`src/hw/arbiter_pkg.sv`:
```
/*
 * Constants, register map and types for the serial arbiter bit timer.
 * Assumes one 25 MHz clock and a plain strobe-based register port.
 */
package arbiter_pkg;
    // Register offsets
    localparam logic [1:0] ADDR_CTRL = 2'h0;
    localparam logic [1:0] ADDR_COUNT_LOW = 2'h1;
    localparam logic [1:0] ADDR_CONFIG = 2'h2;
    // Control/status and config bit positions
    localparam int BIT_MODE_HI = 7;
    localparam int BIT_MODE_LO = 6;
    localparam int BIT_LOST = 5;
    localparam int BIT_ACLK = 4;
    localparam int BIT_DONE = 3;
    localparam int BIT_RUN = 2;
    localparam int BIT_OVF = 1;
    localparam int BIT_MSB = 0;
    localparam int BIT_SRC_SEL = 0;
    // Modes
    localparam logic [1:0] MODE_IDLE = 2'h0;
    localparam logic [1:0] MODE_MEASURE = 2'h1;
    localparam logic [1:0] MODE_ARB = 2'h2;
    // Arbitration sample points, counter limit and divider end
    localparam logic [8:0] ARB_SAMPLE_DIV = 9'h038;
    localparam logic [8:0] ARB_SAMPLE_PRESC = 9'h008;
    localparam logic [8:0] COUNT_MAX = 9'h1ff;
    localparam logic [1:0] DIV_LAST = 2'h3;
    // Clocks that the own echo lags behind a transmitter rise
    localparam logic [1:0] ECHO_HOLD = 2'h3;
    // Reset values
    localparam logic [7:0] RESET_BYTE = 8'h00;

    typedef enum logic [1:0] {
        ST_IDLE = 2'b00,
        ST_ARMED = 2'b01,
        ST_RUN = 2'b10,
        ST_STOP = 2'b11
    } state_type;
endpackage : arbiter_pkg

```
`src/hw/serial_arbiter_bit_timer.sv`:
```
/*
 * Arbiter bit timer: bit time, break length and collision arbitration.
 * Assumes prescaler ticks and the internal transmit bit come from logic on
 * mclk; the receive pin is asynchronous.
 */
// The address map and the address-and-strobe port were decided locally.
`timescale 1ns/1ps
module serial_arbiter_bit_timer
    import arbiter_pkg::*;
(
    input wire logic mclk,
    input wire logic rst_b,
    input wire logic [1:0] addr,
    input wire logic [7:0] wr_data,
    input wire logic wr_stb,
    input wire logic rd_stb,
    output logic [7:0] rd_data,
    input wire logic rxd_pin,
    input wire logic internal_tx_out,
    input wire logic bus_presc_tick,
    input wire logic xclk_presc_tick,
    output logic txd_pin
);
    typedef struct packed {
        logic [1:0] mode;
        logic aclk;
        logic lost;
        logic done;
        logic ovf;
        logic src_sel;
        logic [8:0] cnt;
        state_type state;
        logic [1:0] div;
        logic [2:0] rx_sync;
        logic rx_f;
        logic tx_prev;
        logic rx_low_seen;
        logic sampled;
        logic [1:0] echo_wait;
        logic [7:0] rd_data;
    } regs_type;

    regs_type r_q;
    regs_type r_d;

    logic ctrl_wr;
    logic presc_tick;
    logic tick;
    logic rx_fall;
    logic rx_rise;
    logic tx_rise;
    logic tx_fall;
    logic [8:0] sample_at;
    logic [7:0] ctrl_byte;
    logic rx_agree;
    logic arb_drop;
    logic lose_evt;

    assign ctrl_wr = wr_stb && (addr == ADDR_CTRL);
    assign presc_tick = r_q.src_sel ? xclk_presc_tick : bus_presc_tick;
    assign rx_agree = (r_q.rx_sync[1] == r_q.rx_sync[2]);
    assign rx_fall = r_q.rx_f && rx_agree && !r_q.rx_sync[2];
    assign rx_rise = !r_q.rx_f && rx_agree && r_q.rx_sync[2];
    assign tx_rise = internal_tx_out && !r_q.tx_prev;
    assign tx_fall = !internal_tx_out && r_q.tx_prev;
    assign sample_at = r_q.aclk ? ARB_SAMPLE_PRESC : ARB_SAMPLE_DIV;
    assign txd_pin = internal_tx_out | r_q.lost;
    assign arb_drop = tx_fall && !r_q.rx_low_seen && !r_q.sampled;
    // Lost sample this cycle; beats a clearing control write
    assign lose_evt = (r_q.mode == MODE_ARB) && (r_q.state == ST_RUN) && !tx_rise && !arb_drop &&
        tick && (r_q.cnt == sample_at) && !r_q.sampled && !r_q.rx_f;
    assign rd_data = r_q.rd_data;

    always_comb begin
        ctrl_byte = RESET_BYTE;
        ctrl_byte[BIT_MODE_HI] = r_q.mode[1];
        ctrl_byte[BIT_MODE_LO] = r_q.mode[0];
        ctrl_byte[BIT_LOST] = r_q.lost;
        ctrl_byte[BIT_ACLK] = r_q.aclk;
        ctrl_byte[BIT_DONE] = r_q.done;
        ctrl_byte[BIT_RUN] = (r_q.state == ST_RUN);
        ctrl_byte[BIT_OVF] = r_q.ovf;
        ctrl_byte[BIT_MSB] = r_q.cnt[8];
    end

    // Counter clock: every fourth clock or every fourth prescaler tick
    always_comb begin
        tick = 1'b0;
        if (r_q.aclk) begin
            tick = presc_tick && (r_q.div == DIV_LAST);
        end else begin
            tick = (r_q.div == DIV_LAST);
        end
    end

    always_comb begin
        r_d = r_q;
        // Three-stage receive synchroniser, accepted when the last two stages agree
        r_d.rx_sync = {r_q.rx_sync[1:0], rxd_pin};
        if (rx_agree) begin
            r_d.rx_f = r_q.rx_sync[2];
        end
        r_d.tx_prev = internal_tx_out;
        // Own echo lags the synchroniser after each transmitter rise
        if (r_q.echo_wait != 2'h0) begin
            r_d.echo_wait = r_q.echo_wait - 2'h1;
        end
        if (!r_q.aclk || presc_tick) begin
            r_d.div = r_q.div + 2'h1;
        end

        // Read data, valid the cycle after the strobe
        r_d.rd_data = RESET_BYTE;
        if (rd_stb) begin
            unique case (addr)
                ADDR_CTRL: r_d.rd_data = ctrl_byte;
                ADDR_COUNT_LOW: r_d.rd_data = r_q.cnt[7:0];
                ADDR_CONFIG: r_d.rd_data = {7'h00, r_q.src_sel};
                default: r_d.rd_data = RESET_BYTE;
            endcase
        end

        // Register writes
        if (wr_stb && (addr == ADDR_CONFIG)) begin
            r_d.src_sel = wr_data[BIT_SRC_SEL];
        end
        if (ctrl_wr) begin
            r_d.mode = {wr_data[BIT_MODE_HI], wr_data[BIT_MODE_LO]};
            r_d.aclk = wr_data[BIT_ACLK];
            r_d.done = 1'b0;
            r_d.ovf = 1'b0;
            r_d.cnt = 9'h000;
            r_d.div = 2'h0;
            r_d.sampled = 1'b0;
            r_d.rx_low_seen = 1'b0;
            if (lose_evt) begin
                r_d.lost = 1'b1;
            end else if (!wr_data[BIT_MODE_HI]) begin
                r_d.lost = 1'b0;
            end
            if ({wr_data[BIT_MODE_HI], wr_data[BIT_MODE_LO]} == MODE_MEASURE ||
                {wr_data[BIT_MODE_HI], wr_data[BIT_MODE_LO]} == MODE_ARB) begin
                r_d.state = ST_ARMED;
            end else begin
                r_d.state = ST_IDLE;
            end
        end else if (r_q.mode == MODE_MEASURE) begin
            unique case (r_q.state)
                ST_ARMED: begin
                    if (!r_q.aclk && rx_fall) begin
                        r_d.state = ST_RUN;
                        r_d.cnt = 9'h000;
                    end
                    if (r_q.aclk && !r_q.rx_f) begin
                        r_d.state = ST_RUN;
                        r_d.cnt = 9'h000;
                    end
                end
                ST_RUN: begin
                    if ((!r_q.aclk && rx_fall) || (r_q.aclk && rx_rise)) begin
                        r_d.state = ST_STOP;
                        r_d.done = 1'b1;
                    end else if (tick) begin
                        if (r_q.cnt == COUNT_MAX) begin
                            r_d.ovf = 1'b1;
                            r_d.cnt = 9'h000;
                            r_d.state = ST_STOP;
                        end else begin
                            r_d.cnt = r_q.cnt + 9'h001;
                        end
                    end
                end
                ST_IDLE, ST_STOP: r_d.state = r_q.state;
            endcase
        end else if (r_q.mode == MODE_ARB) begin
            unique case (r_q.state)
                ST_ARMED: begin
                    if (tx_rise) begin
                        r_d.state = ST_RUN;
                        r_d.cnt = 9'h000;
                        r_d.sampled = 1'b0;
                        r_d.rx_low_seen = 1'b0;
                        r_d.echo_wait = ECHO_HOLD;
                    end
                end
                ST_RUN: begin
                    if (!r_q.rx_f && (r_q.echo_wait == 2'h0)) begin
                        r_d.rx_low_seen = 1'b1;
                    end
                    if (tx_rise) begin
                        r_d.cnt = 9'h000;
                        r_d.sampled = 1'b0;
                        r_d.rx_low_seen = 1'b0;
                        r_d.echo_wait = ECHO_HOLD;
                    end else if (arb_drop) begin
                        r_d.cnt = 9'h000;
                        r_d.state = ST_ARMED;
                    end else if (tick) begin
                        if (r_q.cnt == sample_at && !r_q.sampled) begin
                            r_d.sampled = 1'b1;
                            if (!r_q.rx_f) begin
                                r_d.lost = 1'b1;
                            end
                        end
                        if (r_q.cnt == COUNT_MAX) begin
                            r_d.ovf = 1'b1;
                            r_d.cnt = 9'h000;
                            r_d.state = ST_ARMED;
                        end else begin
                            r_d.cnt = r_q.cnt + 9'h001;
                        end
                    end
                end
                ST_IDLE, ST_STOP: r_d.state = r_q.state;
            endcase
        end else begin
            r_d.cnt = 9'h000;
            r_d.state = ST_IDLE;
        end
    end

    always_ff @(posedge mclk or negedge rst_b) begin
        if (!rst_b) begin
            r_q <= '{mode: 2'h0, aclk: 1'b0, lost: 1'b0, done: 1'b0, ovf: 1'b0,
                     src_sel: 1'b0, cnt: 9'h000, state: ST_IDLE, div: 2'h0,
                     rx_sync: 3'h7, rx_f: 1'b1, tx_prev: 1'b1, rx_low_seen: 1'b0,
                     sampled: 1'b0, echo_wait: 2'h0, rd_data: 8'h00};
        end else begin
            r_q <= r_d;
        end
    end
endmodule : serial_arbiter_bit_timer

```
`config.mk`:
```
export PLATFORM = sky130hd
export DESIGN_NAME = serial_arbiter_bit_timer
export DESIGN_NICKNAME = d
export VERILOG_FILES = /design/src/hw/arbiter_pkg.sv /design/src/hw/serial_arbiter_bit_timer.sv
export SDC_FILE = /design/constraint.sdc
export NUM_CORES = 1
export LEC_CHECK = 0
export BUFFER_PORTS_ARGS = -buffer_cell sky130_fd_sc_hd__buf_2
export CORE_MARGIN = 1
export CORE_UTILIZATION = 45
export DETAILED_ROUTE_END_ITERATION = 8
export GPL_TIMING_DRIVEN = 0
export SLEW_MARGIN = 30
export SYNTH_ARGS = -nofsm -noshare
export SYNTH_HDL_FRONTEND = slang
export SYNTH_SLANG_ARGS = --single-unit
export TNS_END_PERCENT = 30
```
`constraint.sdc`:
```
create_clock -name mclk -period 6.4 [get_ports mclk]
set_input_delay 0.64 -clock mclk [delete_from_list [all_inputs] [get_ports mclk]]
set_output_delay 0.64 -clock mclk [all_outputs]
set_load 0.005 [all_outputs]
```
==> key figures, run 1 <==
Worst setup path
  • CP Max Fanout: 10
  • R2R Setup Slk: 3.90 ns
  • Worst path buffer plus inverter count: 1
  • Critical Path RT: 6.59 ns
  • CP top delay family: simple AND/OR/NAND/NOR gates
  • Setup CP Type: reg -> reg
  • Crit Reg-Reg Startpoint: r_q[22]
  • Slowest cell delay on critical path: 0.45 ns
  • Critical path's slowest cell: dfrtp_1
  • Critical Path Source Type: flip-flop
  • Reg-to-reg endpoint: r_q[28]
  • CP Capture Type: flip-flop
  • CP Cell Sequence: ha_1, nand3_1, nor2_1, and3_1, ha_1, buf_2, nor4b_4, nand2_1, o41ai_1
  • Data arrival, critical path: 2.69 ns
  • R2R depth: 9
  • CP dominant cell by count: ha_1

STA
  • Final setup fails: 0
  • Worst-margin pin slew: 0.8254 ns
  • Fin. Hold Viols: 0
  • Fmax achieved: 399.7 MHz
  • Ratio of final minimum period to clock period: 39.10%
  • Sum Neg Setup Slack: 0 ns
  • RSZ-0062 raised after global routing: no
  • Max-slew violation count: 0
  • Tmin final: 2.502 ns
  • Max_slew headroom: 44.97%
  • Max Clock Skew: 0.01491 ns

Run
  • Max Cap Viol: 0

Hold path
  • Hold EP: r_d[16]
  • Min-delay worst type: reg -> reg
  • Hold Path Origin: r_d[15]
  • WHS Path Cells: 0

Yosys
  • Synth top area cells: dfrtp_1 (36%), dfstp_2 (6.0%), mux2i_1 (5.5%)
  • Most frequent cell after synthesis: dfrtp_1
  • Distinct cell type count after synthesis: 56
  • Post-synth top area cell: dfrtp_1
  • Synth Cell Area: 2200 um^2
  • Post-synth EDFFs: 0
  • Top-area cell type share of the netlist area: 36.41%
  • Sequential fraction of the synthesis area: 42.38%
  • Leading cell types by count after synthesis: dfrtp_1 (32), nand2_1 (23), nor2_1 (15), mux2i_1 (12), o21ai_0 (11)
  • Yosys Warn Count: 0
  • Post-synthesis net count: 243
  • Mapped Cells: 219
  • FFs w/ async S/R, synth: 100.0%
  • Top FF cell, synth: dfrtp_1
  • Syn_area_per_cell: 10.04 um^2
  • Yosys reg bits: 37

Route
  • Post-Route WL: 4744 um
  • Initial DRC count: 76
  • Post-DRT Antenna Nets: 0
  • Drc violations: 0
  • 1st-pass router iterations: 4
  • Via Count: 1719
  • DR vias/cell: 5.440
  • Avg WL per Cell: 15.01 um

Clock tree
  • CTS root buf: clkbuf_8
  • Clock sink total: 37
  • Clock buffer count from CTS: 5
  • Insertion delay to the later sink of the worst-skew pair: 0.29 ns
  • CTS resizes: 0
  • Hold_buf cts: 0
  • Post-CTS setup buffers: 0
  • H-tree depth: 2
  • Clk slew on worst S/H paths: 0.09 ns
  • CTS tree: done
  • Longest Clk Path Bufs: 2

Layout
  • Register area: 932.1 um^2
  • Area grow syn2layout: 14.28%
  • Fin nets: 272
  • Area of the multi-input gates: 1145 um^2
  • Share of post-route cells with drive strength above 1: 25.30%
  • Final Cell Area: 2514 um^2
  • Fillers: 439
  • Ant diodes: 0

Placement
  • Port buffer count: 22
  • DP Wirelength: 3386 um
  • Placed Area: 2394 um^2
  • GPL Wtd Cong: 0.8306

Power
  • Switch share: 33.50%
  • Leak Pwr: 1.130 nW
  • Power density cells: 286.5 nW/um^2
  • Switching pwr: 0.0002412 W
  • Max VDD drop: 0.2311 mV
  • Combinational power share: 31.8%
  • Flop pwr share: 38.6%
  • Pint: 0.0004789 W
  • Clock power frac: 29.6%

Run status
  • Outcome: finished, final reports clean

Die
  • Num ports: 27
  • Die H: 71.92 um
  • Chip width: 71.92 um
  • Placeable core region: 4723 um^2
  • Die area: 5172 um^2
  • Initial Util: 46.57%
  • Row cnt: 25

GRT
  • Pin count of the biggest net entering global routing: 38
  • Initial antenna violation count: 0
  • Vias in the first global route: 1649
  • Grt ovf: 0
  • First-pass GRT wire length: 8079 um
  • Global Route Usage Sum: 20.47%
-- layer usage --
| layer | up-vias | global-route usage [%] | routed length (um) |
|---|---|---|---|
| met5 | - | 0 | 0 |
| met4 | 0 | 7.843 | 53 |
| met3 | 5 | 3.056 | 127 |
| met2 | 35 | 31.24 | 2196 |
| met1 | 816 | 29.55 | 2366 |
| li1 | 863 | - | - |
-- cell families after synthesis --
family	after synthesis	share of synthesized area [%]
multiplexers	15	6.997
adder cells (fa/ha/maj)	7	3.868
buffers and inverters	21	5.574
XOR/XNOR	2	0.7965
AO/OA/AOI/OAI	46	15.53
AND/OR/NAND/NOR	91	24.86
flip-flops	37	42.38
-- area by class of cell --
type                    instances  share of cell area [%]
flip-flops and latches         37                   37.08
plain buffers                  17                   4.281
clock buffers                   6                   3.285
multi-input cells             161                   45.55
repair buffers                 22                   4.380
inverters                       4                  0.5973
clock inverters                 2                   1.493
well taps                      67                   3.335
-- stage by stage --
step / setup slack, ns / power, W / cells / util (%) / hold slack (ns)
2_1_floorplan: 4.235 / 0.0004527 / 219 / - / 0.3444
5_1_grt: 3.722 / 0.0007658 / 316 / 53.22 / 0.3595
3_3_place_gp: 3.914 / 0.0005091 / 308 / 50.68 / 0.3458
3_5_place_dp: 3.914 / 0.0005095 / 308 / 50.68 / 0.3476
6_report: 3.898 / 0.0007201 / 316 / 53.22 / 0.3563
4_1_cts: 3.869 / 0.0007241 / 316 / 53.22 / 0.3583
-- cell usage in the layout, fill, tap and decap left out, types with 3 or more instances in the layout --
cell type and n:
inv_1 4, dfstp_2 5, o31ai_1 8, buf_2 26, nand2_1 23, nand2b_1 9, o21ai_0 11, nor2_1 15
buf_4 8, nor3b_1 3, nand3b_1 3, a31oi_1 4, mux2i_1 12, o41ai_1 3, nor4_1 6, a21oi_1 5
clkbuf_8 6, nand4b_1 3, mux2_2 3, nand3_1 7, dfrtp_1 32, ha_1 6
-- power groups by stage --
stage | Combinational [W] | Sequential (W) | Clock (W)
finish | 0.000229 | 0.000278 | 0.000213
global route | 0.000255 | 0.000282 | 0.000229
global placement | 0.000227 | 0.000282 | 0
floorplan | 0.000176 | 0.000277 | 0
detailed placement | 0.000227 | 0.000283 | 0
CTS | 0.000229 | 0.000278 | 0.000217
-- flip-flops by register name (all words and copies together), names as in the netlist --
signal     count
r_d            2
ctrl_byte      7
r_q           20
rd_data        8
-- worst max path at each step --
| stage | endpoint | startpoint | cells past startpoint | slack, ns |
|---|---|---|---|---|
| 3_3_place_gp | r_q[28] | r_q[22] | 9 | 3.91 |
| 5_1_grt | r_q[28] | r_q[22] | 9 | 3.72 |
| 2_1_floorplan | r_q[28] | r_q[21] | 9 | 4.24 |
| 4_1_cts | r_q[28] | r_q[22] | 9 | 3.87 |
| 6_report | r_q[28] | r_q[22] | 9 | 3.90 |
| 3_5_place_dp | r_q[28] | r_q[22] | 9 | 3.91 |
No activity file was read; power rests on OpenSTA's default activity.
==> run 2, diff against run 1 <==
--- a/config.mk
+++ b/config.mk
@@ -10,6 +10,7 @@
 export CORE_UTILIZATION = 45
 export DETAILED_ROUTE_END_ITERATION = 8
 export GPL_TIMING_DRIVEN = 0
+export PLACE_DENSITY = 0.67
 export SLEW_MARGIN = 30
 export SYNTH_ARGS = -nofsm -noshare
 export SYNTH_HDL_FRONTEND = slang
==> constraint.sdc (replaced) <==
create_clock -name mclk -period 2.2 [get_ports mclk]
set_input_delay 0.22 -clock mclk [delete_from_list [all_inputs] [get_ports mclk]]
set_output_delay 0.22 -clock mclk [all_outputs]
set_load 0.005 [all_outputs]
==> key figures, run 2 (synthesized netlist as in run 1, its figures left out) <==
Run status
  • Outcome: finished, final reports clean

Power
  • Power density cells: 808.0 nW/um^2
  • Overall power: 0.002100 W
  • Max VDD drop: 0.5575 mV
  • Leak Pwr: 1.158 nW

Clock tree
  • Clk slew on worst S/H paths: 0.07 ns
  • Clock buffer count from CTS: 5
  • Longest Clk Path Bufs: 2
  • Clock sink total: 37
  • Hold_buf cts: 0
  • H-tree depth: 2
  • CTS root buf: clkbuf_8
  • CTS tree: done
  • Insertion delay to the later sink of the worst-skew pair: 0.28 ns

Layout
  • Area grow syn2layout: 18.15%
  • Max reg flops: 20
  • Most common cell after layout, fill and taps aside: dfrtp_1
  • Ant diodes: 0
  • Final Cell Area: 2599 um^2
  • Share of post-route cells with drive strength above 1: 30.28%
  • Fin nets: 274
  • Top reg by flops: r_q
  • Commonest non-fill, non-tap cells in the layout: dfrtp_1 (31), buf_2 (26), nand2_1 (22), nor2_1 (14), mux2i_1 (12)

Die
  • Row cnt: 25
  • Die area: 5172 um^2
  • Initial Util: 46.57%
  • Placeable core region: 4723 um^2
  • Die H: 71.92 um
  • Chip width: 71.92 um
  • Num ports: 27

Route
  • Avg WL per Cell: 14.53 um
  • Via Count: 1763
  • 1st-pass router iterations: 4
  • Drc violations: 0
  • Post-DRT Antenna Nets: 0
  • Initial DRC count: 61
  • DR vias/cell: 5.544
  • Post-Route WL: 4620 um

Worst setup path
  • CP top delay family: flip-flops
  • Crit Reg-Reg Startpoint: r_q[22]
  • Slowest cell delay on critical path: 0.46 ns
  • Data arrival, critical path: 2.31 ns
  • Worst path buffer plus inverter count: 1
  • R2R depth: 9
  • Reg-to-reg endpoint: r_q[19]
  • CP Max Fanout: 10
  • CP Cell Sequence: ha_4, nand3_4, nor2_4, and3_1, ha_1, buf_4, a211o_1, o311a_2, mux2_2
  • Critical path's slowest cell: dfrtp_2
  • Crit. Startpoint: r_q[22]
  • R2R Setup Slk: 0.07 ns
  • Critical Path Source Type: flip-flop
  • CP Capture Type: flip-flop
  • Setup CP Type: reg -> reg
  • Critical Path RT: 2.37 ns

GRT
  • Pin count of the biggest net entering global routing: 38
  • Grt ovf: 0
  • Initial antenna violation count: 0
  • First-pass GRT wire length: 8079 um
  • Global Route Usage Sum: 20.16%
  • Vias in the first global route: 1675

Placement
  • Pre-CTS setup slack: -0.2896 ns
  • Placed Area: 2394 um^2
  • GPL Wtd Cong: 0.8340
  • DP Wirelength: 3289 um
  • Port buffer count: 22

STA
  • Sum Neg Setup Slack: 0 ns
  • Worst-margin pin slew: 0.8202 ns
  • Fin. Hold Viols: 0
  • Fin worst setup slack: 0.06756 ns
  • Tmin final: 2.132 ns
  • RSZ-0062 raised after global routing: yes
  • Max-slew violation count: 0
  • Ratio of final minimum period to clock period: 96.93%
  • Max Clock Skew: 0.002183 ns
  • Max_slew headroom: 45.32%
  • Final setup fails: 0
  • Fmax achieved: 468.9 MHz

Run
  • Max Cap Viol: 0

Hold path
  • Min-delay worst type: in -> async
run 2: cell count changes in the layout (fill, tap and decap cells not counted), sizes merged:
cell	change
buf	+3
clkinvlp	-1
run 2: layout make-up:
| class | instances | area, um^2 |
|---|---|---|
| Clock inverter | 1 | 30.03 |
| Sequential cell | 37 | 933.4 |
| Timing Repair Buffer | 24 | 125.1 |
| Inverter | 4 | 15.01 |
| Tap cell | 67 | 83.83 |
| Fill cell | 421 | 2125 |
| Buffer | 17 | 111.4 |
| Multi-Input combinational cell | 161 | 1214 |
| Clock buffer | 7 | 86.33 |
run 2: timing repair:
action                     CTS  global route
buffers inserted             2             0
gates resized for setup      6            13
setup endpoints to repair    7            10
pin swaps                    2             0
run 2: routing by layer:
layer / track usage [%] / vias to the layer above / share of wire (%)
li1: - / 873 / -
met1: 28.15 / 836 / 49
met2: 32.39 / 49 / 46
met3: 3.056 / 5 / 4.2
met4: 6.536 / 0 / 1.1
met5: 0 / - / 0
run 2: worst max-delay path by stage:
stage | end | slack (ns) | cells past startpoint
2_1_floorplan | r_q[28] | 0.04 | 9
3_3_place_gp | r_q[28] | -0.28 | 9
3_5_place_dp | r_q[28] | -0.29 | 9
4_1_cts | r_q[19] | 0.02 | 9
5_1_grt | r_q[26] | -0.02 | 9
6_report | r_q[19] | 0.07 | 9
run 2: report_power, final:
part           switching, W  internal, W  total, W
Combinational      0.000397     0.000285  0.000682
Sequential        0.0000564     0.000752  0.000808
Clock              0.000240     0.000370  0.000609
Total              0.000693      0.00141   0.00210
run 2: metrics by stage:
step	cells	hold slack (ns)	utilization (%)
after detailed placement	308	0.3272	50.68
final	318	0.02409	55.02
after CTS	318	0.01796	53.91
after global routing	318	0.01289	55.02
after global placement	308	0.3256	50.68
after floorplan	219	-0.07559	-
